File: src/hdl/wdtga_defines.svh
// constants for the guarded-access watchdog timer
// Functional notes
// RULE_01: one full-byte mode write after reset
// RULE_02: second mode write forces internal reset
// RULE_03: reset held until source clock runs
// RULE_04: mode register never set by bit access
// RULE_05: clock-stop latch holds after bit clears
// RULE_06: clearing clock-stop bit causes no reset
// RULE_07: wrong clear key forces internal reset
// RULE_08: bit access on clear register resets
// RULE_09: clear register reads fixed non-key constant
// RULE_10: non-stoppable option counts through STOP
// RULE_11: overflow in STOP still forces reset
// RULE_12: software services via auxiliary timer interrupt
// RULE_13: stoppable option pauses in HALT/STOP
// RULE_14: resume with the same clock selection
// RULE_15: resume from retained count, not zero
// RULE_16: software writes upper mode bits 011
// RULE_17: correct key restarts counter from zero
`ifndef WDTGA_DEFINES_SVH
`define WDTGA_DEFINES_SVH

`define WDTGA_KEY 8'hac
`define WDTGA_READBACK 8'h9a
`define WDTGA_MODE_RST 8'h67
`define WDTGA_CNT_W 19
`define WDTGA_OVF_BASE 11
`define WDTGA_OVF_SEL_MSB 2
`define WDTGA_OVF_SEL_LSB 0
`define WDTGA_PRE_SEL_MSB 4
`define WDTGA_PRE_SEL_LSB 3
`define WDTGA_PRE_W 3
`define WDTGA_UPPER_MSB 7
`define WDTGA_UPPER_LSB 5
`define WDTGA_UPPER_VAL 3'h3

`endif

File: src/hdl/wdtga_pkg.sv
// types for the guarded-access watchdog timer
package wdtga_pkg;
  typedef enum logic {
    WDTGA_MODE_OPEN,
    WDTGA_MODE_LOCKED
  } wdtga_mode_state_t;
endpackage

File: src/hdl/wdtga_sync.sv
// two-stage synchroniser for one asynchronous level
`timescale 1ns/1ps
`default_nettype none
module wdtga_sync (
  input wire logic clk,
  input wire logic rst,
  input wire logic async_in,
  output logic sync_out
);
  logic meta_reg;
  logic meta_next;
  logic sync_reg;
  logic sync_next;

  always_comb begin
    meta_next = async_in;
    sync_next = meta_reg;
  end

  always_ff @(posedge clk or posedge rst) begin
    if (rst) begin
      meta_reg <= 1'b0;
      sync_reg <= 1'b0;
    end else begin
      meta_reg <= meta_next;
      sync_reg <= sync_next;
    end
  end

  assign sync_out = sync_reg;
endmodule
`default_nettype wire

File: src/hdl/wdtga_top.sv
// guarded-access watchdog timer core
`timescale 1ns/1ps
`default_nettype none
`include "wdtga_defines.svh"
module wdtga_top (
  input wire logic clk,
  input wire logic rst,
  input wire logic opt_stoppable,
  input wire logic src_clk_run,
  input wire logic src_tick,
  input wire logic cpu_halt,
  input wire logic cpu_stop,
  input wire logic wdt_clock_stop_bit,
  input wire logic acc_wr,
  input wire logic acc_rd,
  input wire logic acc_sel_clear,
  input wire logic acc_bit_op,
  input wire logic [7:0] acc_wdata,
  output logic [7:0] acc_rdata,
  output logic wdt_reset_out,
  output logic [`WDTGA_CNT_W-1:0] wdt_count,
  output logic [7:0] wdt_mode,
  output logic wdt_stopped
);
  import wdtga_pkg::*;

  // overflow bit chosen by the mode register
  function automatic logic ovf_hit(input logic [`WDTGA_CNT_W-1:0] cnt,
                                   input logic [2:0] sel);
    logic [4:0] idx;
    idx = 5'(`WDTGA_OVF_BASE) + {2'h0, sel};
    return cnt[idx];
  endfunction

  // prescaler match: advance once per 2^sel source ticks
  function automatic logic pre_hit(input logic [`WDTGA_PRE_W-1:0] pre,
                                   input logic [1:0] sel);
    logic [`WDTGA_PRE_W-1:0] mask;
    mask = 3'((4'h1 << sel) - 4'h1);
    return (pre & mask) == 3'h0;
  endfunction

  logic src_run_s;
  logic tick_s;

  // source clock status and ticks arrive from another domain
  wdtga_sync u_sync_run (
    .clk(clk),
    .rst(rst),
    .async_in(src_clk_run),
    .sync_out(src_run_s)
  );

  wdtga_sync u_sync_tick (
    .clk(clk),
    .rst(rst),
    .async_in(src_tick),
    .sync_out(tick_s)
  );

  wdtga_mode_state_t mstate_reg;
  wdtga_mode_state_t mstate_next;
  logic [7:0] mode_reg;
  logic [7:0] mode_next;
  logic opt_reg;
  logic opt_next;
  logic opt_done_reg;
  logic opt_done_next;
  logic stopped_reg;
  logic stopped_next;
  logic pending_reg;
  logic pending_next;
  logic wdt_reset_reg;
  logic wdt_reset_next;
  logic tick_d_reg;
  logic tick_d_next;
  logic [`WDTGA_PRE_W-1:0] pre_reg;
  logic [`WDTGA_PRE_W-1:0] pre_next;
  logic [`WDTGA_CNT_W-1:0] cnt_reg;
  logic [`WDTGA_CNT_W-1:0] cnt_next;
  logic [7:0] rdata_reg;
  logic [7:0] rdata_next;

  logic stoppable;
  logic halted;
  logic run;
  logic tick_edge;
  logic adv;
  logic ovf;
  logic wr_mode_byte;
  logic wr_mode_bit;
  logic wr_clr_byte;
  logic wr_clr_bit;
  logic key_ok;
  logic misuse;
  logic fire;

  always_comb begin
    // before the option is caught, behave as non-stoppable: the safe side
    stoppable = opt_done_reg & opt_reg;
    halted = ~src_run_s | stopped_reg;
    run = src_run_s & ~stopped_reg & ~wdt_reset_reg
          & ~(stoppable & (cpu_halt | cpu_stop)); // [RULE_10] [RULE_13]
    tick_edge = tick_s & ~tick_d_reg;
    adv = run & tick_edge
          & pre_hit(pre_reg, mode_reg[`WDTGA_PRE_SEL_MSB:`WDTGA_PRE_SEL_LSB]); // [RULE_14]
    ovf = ovf_hit(cnt_reg, mode_reg[`WDTGA_OVF_SEL_MSB:`WDTGA_OVF_SEL_LSB]);
    wr_mode_byte = acc_wr & ~acc_sel_clear & ~acc_bit_op;
    wr_mode_bit = acc_wr & ~acc_sel_clear & acc_bit_op;
    wr_clr_byte = acc_wr & acc_sel_clear & ~acc_bit_op;
    wr_clr_bit = acc_wr & acc_sel_clear & acc_bit_op;
    key_ok = wr_clr_byte & (acc_wdata == `WDTGA_KEY);
    misuse = (wr_mode_byte & (mstate_reg == WDTGA_MODE_LOCKED)) // [RULE_02]
             | wr_mode_bit // [RULE_04]
             | (wr_clr_byte & ~key_ok) // [RULE_07]
             | wr_clr_bit; // [RULE_08]
    // the overflow is gated only by halted, not by cpu_halt or cpu_stop, so it fires in STOP too
    fire = (misuse | pending_reg | ovf) & ~halted; // [RULE_03] [RULE_11]
  end

  always_comb begin
    opt_next = opt_reg;
    opt_done_next = 1'b1;
    if (!opt_done_reg) begin
      opt_next = opt_stoppable;
    end
    mstate_next = mstate_reg;
    mode_next = mode_reg;
    if (wr_mode_byte && mstate_reg == WDTGA_MODE_OPEN) begin
      // upper bits are the caller's duty; both options ignore them
      mode_next = acc_wdata; // [RULE_01] [RULE_16]
      mstate_next = WDTGA_MODE_LOCKED; // [RULE_01]
    end
    // latch never clears, so dropping the bit neither restarts nor resets
    stopped_next = stopped_reg | (stoppable & wdt_clock_stop_bit); // [RULE_05] [RULE_06]
    // a misuse while halted waits here until the source clock runs with the stop latch clear
    pending_next = (pending_reg | misuse) & ~fire; // [RULE_03]
    wdt_reset_next = wdt_reset_reg | fire; // [RULE_02] [RULE_07] [RULE_08]
    tick_d_next = tick_s;
    pre_next = pre_reg;
    if (run && tick_edge) begin
      pre_next = pre_reg + 3'h1;
    end
    cnt_next = cnt_reg; // [RULE_15]
    if (key_ok && !wdt_reset_reg) begin
      cnt_next = '0; // [RULE_17]
      pre_next = '0;
    end else if (adv) begin
      cnt_next = cnt_reg + 19'h00001; // [RULE_10]
    end
    rdata_next = rdata_reg;
    if (acc_rd) begin
      rdata_next = acc_sel_clear ? `WDTGA_READBACK : mode_reg; // [RULE_09]
    end
  end

  always_ff @(posedge clk or posedge rst) begin
    if (rst) begin
      opt_reg <= 1'b0;
      opt_done_reg <= 1'b0;
      mstate_reg <= WDTGA_MODE_OPEN;
      mode_reg <= `WDTGA_MODE_RST;
      stopped_reg <= 1'b0;
      pending_reg <= 1'b0;
      wdt_reset_reg <= 1'b0;
      tick_d_reg <= 1'b0;
      pre_reg <= '0;
      cnt_reg <= '0;
      rdata_reg <= 8'h00;
    end else begin
      opt_reg <= opt_next;
      opt_done_reg <= opt_done_next;
      mstate_reg <= mstate_next;
      mode_reg <= mode_next;
      stopped_reg <= stopped_next;
      pending_reg <= pending_next;
      wdt_reset_reg <= wdt_reset_next;
      tick_d_reg <= tick_d_next;
      pre_reg <= pre_next;
      cnt_reg <= cnt_next;
      rdata_reg <= rdata_next;
    end
  end

  assign acc_rdata = rdata_reg;
  assign wdt_reset_out = wdt_reset_reg;
  assign wdt_count = cnt_reg;
  assign wdt_mode = mode_reg;
  assign wdt_stopped = stopped_reg;
endmodule
`default_nettype wire
File: config.mk
export PLATFORM = sky130hd
export DESIGN_NAME = wdtga_top
export DESIGN_NICKNAME = d
export VERILOG_FILES = /design/src/hdl/wdtga_pkg.sv /design/src/hdl/wdtga_sync.sv /design/src/hdl/wdtga_top.sv
export VERILOG_INCLUDE_DIRS = /design/src /design/src/hdl
export SDC_FILE = /design/constraint.sdc
export NUM_CORES = 1
export LEC_CHECK = 0
export ABC_AREA = 1
export BUFFER_PORTS_ARGS = -buffer_cell sky130_fd_sc_hd__buf_2
export CAP_MARGIN = 25
export CORE_ASPECT_RATIO = 0.5
export CORE_MARGIN = 1
export CORE_UTILIZATION = 40
export DETAILED_ROUTE_END_ITERATION = 10
export MAX_ROUTING_LAYER = met4
export PLACE_DENSITY_LB_ADDON = 0.1
export SLEW_MARGIN = 20
export SYNTH_ARGS = -nofsm -noshare
export SYNTH_HDL_FRONTEND = slang
export SYNTH_SLANG_ARGS = --single-unit
File: constraint.sdc
create_clock -name clk -period 2.66 [get_ports clk]
set_input_delay 0.532 -clock clk [delete_from_list [all_inputs] [get_ports clk]]
set_output_delay 0.532 -clock clk [all_outputs]
set_load 0.02 [all_outputs]
==> impl_metrics.json, run 1 <==
{
  "effective_utilization_at_floorplan": 0.430,
  "synth_top_flop_cell": "dfrtp_1",
  "power.static_leakage_uw": 0.00175,
  "timing_worst_setup_path_type": "flip-flop to flip-flop",
  "critPathSlowestCell": "dfstp_2",
  "clock.fmax_mhz": 473,
  "cts.sink_count": 49,
  "ant_nets": 0,
  "place.port_buffers": 56,
  "rsz0062_at_grt": "false",
  "number_of_vias_in_the_routed_layout": 2536,
  "synth_cell_types": 38,
  "yosysTopAreaCell": "dfrtp_1",
  "reg2regPathDepth": 10,
  "critical-path-max-stage-delay_ns": 0.68,
  "final_clock_period_utilization_by_the_worst_path": 0.795,
  "final_design_utilization": 0.510,
  "post-place-cells": 488,
  "design.die.area_um2": 7130,
  "syn-num-nets": 371,
  "drt_pre_antenna_iters": 5,
  "cts-resized-gates": 0,
  "dpl.hpwl_mm": 5.27,
  "path_clk_slew_ns": 0.07,
  "powerDensity_nw_per_um2": 474,
  "tns_ns": 0,
  "worstPathArrival_ns": 2.30,
  "syn_area_um2": 2710,
  "dr.first_iter.drc_count": 282,
  "worstSetupStartpointType": "flip-flop",
  "cts_tree": "done",
  "worst_r2r_endpoint": "wdt_reset_out",
  "synth_cells": 347,
  "h_tree_levels": 2,
  "cap_violations": 0,
  "timing.slew.headroom": 0.632,
  "post_route_cells_drive_above_1_share": 0.230,
  "tritoncts.num_buffers": 5,
  "design.final.nets": 431,
  "layout_min_cycle_time_ns": 2.11,
  "synth.area.top_cells": "dfrtp_1 (41%), nand2_1 (11%), inv_1 (6.7%)",
  "antenna_violations_before_repair": 0,
  "worstSetupEndpointType": "flip-flop",
  "required_ns": 2.84,
  "die_width_um": 118,
  "hold_class": "input pin to async pin",
  "critical_path_buf_inv_count": 2,
  "grt_overflow_total": 0,
  "ir_worst_vdd_mv": 0.231,
  "ioPinCount": 57,
  "fin_worst_skew_ns": 0.00432,
  "r2r_setup_slack_ns": 0.55,
  "most_used_cells_in_the_layout_excluding_fill_and_tap_cells": "nand2_1 (81), buf_2 (56), inv_1 (47)",
  "placeableCoreArea_um2": 6310,
  "worst_skew_pair.late_latency_ns": 0.29,
  "track_usage": 0.220,
  "drt-total-wl_mm": 6.93,
  "setup_viol": 0,
  "yosys_register_bits": 49,
  "synthesis_to_finish_area_growth_pct": 18.8,
  "hold_buffers": 0,
  "antennaDiodeCount": 0,
  "drc": 0,
  "cpMostUsedCell": "nand2_1",
  "ys_seq_area_frac": 0.455,
  "placement_rows": 20,
  "gp_routability_congestion": 0.874,
  "synth-async-reset-ratio": 1.00,
  "most_common_cell_after_layout_fill_and_taps_aside": "nand2_1",
  "post-cts-setup-buffer-count": 0,
  "reg2reg_from": "wdt_mode[0]",
  "clock_root_buffer": "clkbuf_16",
  "slew_violations": 0,
  "avgViaCountPerCell": 5.11,
  "die-height_um": 60.2,
  "vias_in_the_first_global_route": 2317,
  "grt_pass1_wl_mm": 11.4,
  "synth_largest_type_area_fraction": 0.406,
  "number_of_endpoints_with_negative_hold_slack_in_the_final_report": 0,
  "routedWlPerCell_um": 14.0,
  "grt_max_degree": 28,
  "syn-mean-instance-area_um2": 7.81,
  "layout.cells.non_filler": 496,
  "critPathTopFamily": "flip-flops",
  "max-clock-path-buffers": 2,
  "yosysWarningCount": 0,
  "worstPathMaxFanout": 14,
  "filler_cell_count": 654,
  "largest_register_ff_count": 19,
  "number_of_flops_mapped_to_enable_cells_by_yosys": 0,
  "tightestPinTransition_ns": 0.551,
  "status": "complete, no violations",
  "worstPathCellList": "inv_2 > ha_1 > inv_1 > o21ai_0 > o31ai_1 > nor2_1 > nor2_1 > nand2_1 > nand2_1 > nand2_1"
}
[worst register-to-register path, delay by kind of cell (launching register included)]
kind,cells,cell delay [ns]
AOI/OAI and AO/OA,2,0.19
adders and majority gates,1,0.41
buffers and inverters,2,0.38
DFF,1,0.68
and+or+nand+nor,5,0.35
[logic make-up after synthesis]
group                    Yosys count  share of synthesized area
AND/OR/NAND/NOR                  184                      0.325
flip-flops                        49                      0.455
buffers and inverters             58                     0.0924
AO/OA/AOI/OAI                     49                      0.101
other                              1                    0.00138
adder cells (fa/ha/maj)            4                     0.0185
XOR/XNOR                           2                    0.00647
[synthesized netlist by cell type, types with 2 or more instances]
cell,count
dfrtp_1,44
inv_2,3
o21ai_0,19
xor2_1,2
inv_1,48
dfstp_2,5
nor2_2,3
nand2_1,81
ha_1,4
o21ai_1,14
nand3_1,34
nor2_1,32
nand2_2,3
nor2_4,3
a21oi_2,2
buf_4,2
a21oi_1,8
nand4_1,16
o22a_1,3
nor3_1,3
[final cells by class]
| type | instances | area (um^2) | area share |
|---|---|---|---|
| inverters | 52 | 200 | 0.0622 |
| repair buffers | 59 | 303 | 0.0941 |
| clock inverters | 2 | 16.3 | 0.00506 |
| multi-input cells | 240 | 1230 | 0.381 |
| well taps | 88 | 110 | 0.0342 |
| flip-flops and latches | 49 | 1230 | 0.383 |
| clock buffers | 6 | 129 | 0.0401 |
[per-layer routing]
layer / track usage / up-vias / share of wire
met5: - / - / 0
met4: 0.0796 / 0 / 0.015
met3: 0.0468 / 10 / 0.071
met2: 0.324 / 109 / 0.42
met1: 0.301 / 1161 / 0.50
li1: - / 1256 / -
[worst max-delay path by stage]
stage                     start             to  slack (ns)  cells after the start
floorplan           wdt_mode[0]  wdt_reset_out        0.70                     12
global placement    wdt_mode[0]  wdt_reset_out        0.56                      9
detailed placement  wdt_mode[0]  wdt_reset_out        0.57                     10
CTS                 wdt_mode[0]  wdt_reset_out        0.56                     10
global route        wdt_mode[0]  wdt_reset_out        0.36                      9
finish              wdt_mode[0]  wdt_reset_out        0.55                     10
[report_power, final]
part           switching [uW]  internal [uW]  total, uW
Sequential               13.4            766        779
Combinational            71.9           38.2        110
Clock                     284            351        635
[through the flow]
stage / setup slack, ns / total power (uW) / hold WS (ns) / area [um^2]
6_report: 0.547 / 1520 / 0.280 / 3220
5_1_grt: 0.361 / 1590 / 0.322 / 3220
4_1_cts: 0.555 / 1540 / 0.294 / 3220
3_5_place_dp: 0.565 / 904 / 0.341 / 3070
3_3_place_gp: 0.555 / 902 / 0.335 / 3070
2_1_floorplan: 0.703 / 857 / 0.331 / 2710
(Power assumes the default switching activity.)
==> run 2: changes to the inputs <==
- clock period: 2.66 -> 2.2 ns (I/O delays scaled with it)
==> run 2 against run 1 <==
  * Die area did not move
  * Global-route usage down 0.14 points
  * Clock power increased by 22%
  * Hold slack got worse by 0.16 ns
  * Fmax increased by 7.7%
  * Final cell count up 0.40%
  * Via count is essentially flat
==> impl_metrics.json, run 2 (synthesis gave the netlist of run 1 again) <==
{
  "status": "complete, no violations",
  "tritoncts.num_buffers": 5,
  "antennaDiodeCount": 0,
  "avgViaCountPerCell": 5.09,
  "grt_pass1_wl_mm": 11.4,
  "power.static_leakage_uw": 0.00177,
  "ioPinCount": 57,
  "path_clk_slew_ns": 0.07,
  "cpMostUsedCell": "nand2_1",
  "required_ns": 2.39,
  "cts_tree": "done",
  "cts-resized-gates": 0,
  "gp_routability_congestion": 1.02,
  "grt_max_degree": 19,
  "die_width_um": 118,
  "top_signal_layer_used": "met4",
  "max-clock-path-buffers": 2,
  "post_route_cells_drive_above_1_share": 0.237,
  "post-cts-setup-buffer-count": 0,
  "largest_register_ff_count": 19,
  "finalHoldWorstSlack_ns": 0.116,
  "track_usage": 0.219,
  "die-height_um": 60.2,
  "design.die.area_um2": 7130,
  "worstSetupEndpointType": "flip-flop",
  "met2_length_mm": 3.09,
  "number_of_endpoints_with_negative_hold_slack_in_the_final_report": 0,
  "h_tree_levels": 2,
  "routedWlPerCell_um": 14.4,
  "rsz0062_at_grt": "false",
  "tns_ns": 0,
  "number_of_vias_in_the_routed_layout": 2537,
  "cap_violations": 0,
  "powerDensity_nw_per_um2": 571,
  "ant_nets": 0,
  "hold_class": "input pin to async pin",
  "most_common_cell_after_layout_fill_and_taps_aside": "nand2_1",
  "critPathSlowestCell": "dfstp_2",
  "fin_worst_skew_ns": 0.00566,
  "layout_min_cycle_time_ns": 1.96,
  "dr.first_iter.drc_count": 224,
  "effective_utilization_at_floorplan": 0.430,
  "timing.slew.headroom": 0.629,
  "worstPathMaxFanout": 14,
  "setup_viol": 0,
  "setup_slack_of_the_critical_path_after_layout_ns": 0.238,
  "worstPathCellList": "inv_2 > ha_1 > inv_1 > o31ai_1 > nor2_1 > nor2_1 > nand2_1 > nand2_1 > nand2_1",
  "synthesis_to_finish_area_growth_pct": 19.4,
  "timing_worst_setup_path_type": "flip-flop to flip-flop",
  "wl_met1_mm": 3.38,
  "tightestPinTransition_ns": 0.556,
  "clock_root_buffer": "clkbuf_16",
  "drc": 0,
  "worstSetupStartpointType": "flip-flop",
  "drt_pre_antenna_iters": 4,
  "cts.sink_count": 49,
  "drt-total-wl_mm": 7.16,
  "worst_skew_pair.late_latency_ns": 0.29,
  "most_used_cells_in_the_layout_excluding_fill_and_tap_cells": "nand2_1 (81), buf_2 (56), inv_1 (47)",
  "placement_rows": 20,
  "place.port_buffers": 56,
  "placeableCoreArea_um2": 6310,
  "slew_violations": 0,
  "final_clock_period_utilization_by_the_worst_path": 0.892,
  "pre_cts_ws_ns": 0.257,
  "antenna_violations_before_repair": 0,
  "grt_overflow_total": 0,
  "hold_buffers": 0,
  "ir_worst_vdd_mv": 0.289,
  "critical-path-max-stage-delay_ns": 0.63,
  "wl_met3_um": 671,
  "clock.fmax_mhz": 510,
  "worstPathArrival_ns": 2.15,
  "vias_in_the_first_global_route": 2391,
  "dpl.hpwl_mm": 5.55,
  "design.final.nets": 433
}
==> run 2: per-stage QoR <==
step	util	std cells	area (um^2)	total power (uW)
final	0.513	498	3230	1850
after detailed placement	0.489	490	3090	1090
after floorplan	-	347	2710	1040
after CTS	0.513	498	3230	1860
after global placement	0.489	490	3090	1090
after global routing	0.513	498	3230	1920
==> run 2: layout make-up <==
class | count | area [um^2]
clock inverters | 3 | 22.5
flip-flops and latches | 49 | 1230
clock buffers | 5 | 125
well taps | 88 | 110
fillers | 631 | 3070
inverters | 52 | 200
multi-input cells | 240 | 1230
repair buffers | 61 | 318
==> run 2: path summary, 6_finish.rpt <==
| path | startpoint | endpoint | slack [ns] | cells after the start |
|---|---|---|---|---|
| min in group clk | src_tick | u_sync_tick.meta_reg | 0.25 | 1 |
| max in group asynchronous | rst | wdt_mode[0] | 1.44 | 3 |
| worst min register to register | u_sync_run.meta_reg | u_sync_run.sync_out | 0.35 | 0 |
| worst min-delay path | rst | wdt_reset_out | 0.12 | 2 |
| worst max register to register | wdt_mode[0] | wdt_reset_out | 0.24 | 9 |
| worst max-delay path | wdt_mode[0] | wdt_reset_out | 0.24 | 9 |
==> run 2: report_power, final <==
group | leakage [uW] | internal [uW] | switching [uW] | total, uW
logic | 0.00118 | 46.1 | 87.3 | 133
clock network | 0.0000738 | 424 | 349 | 773
registers | 0.000517 | 926 | 14.3 | 940
total | 0.00177 | 1400 | 451 | 1850
==> run 2: critical path: cells and delay by family (launching register included) <==
kind	cells	cell delay, ns
DFF	1	0.63
and+or+nand+nor	5	0.33
adders and majority gates	1	0.39
buffers and inverters	2	0.28
AOI/OAI and AO/OA	1	0.24
==> run 2: metal layers <==
metal / track usage / vias to the layer above
met5: - / -
met4: 0.0561 / 0
met3: 0.0506 / 2
met2: 0.333 / 95
met1: 0.296 / 1187
li1: - / 1253
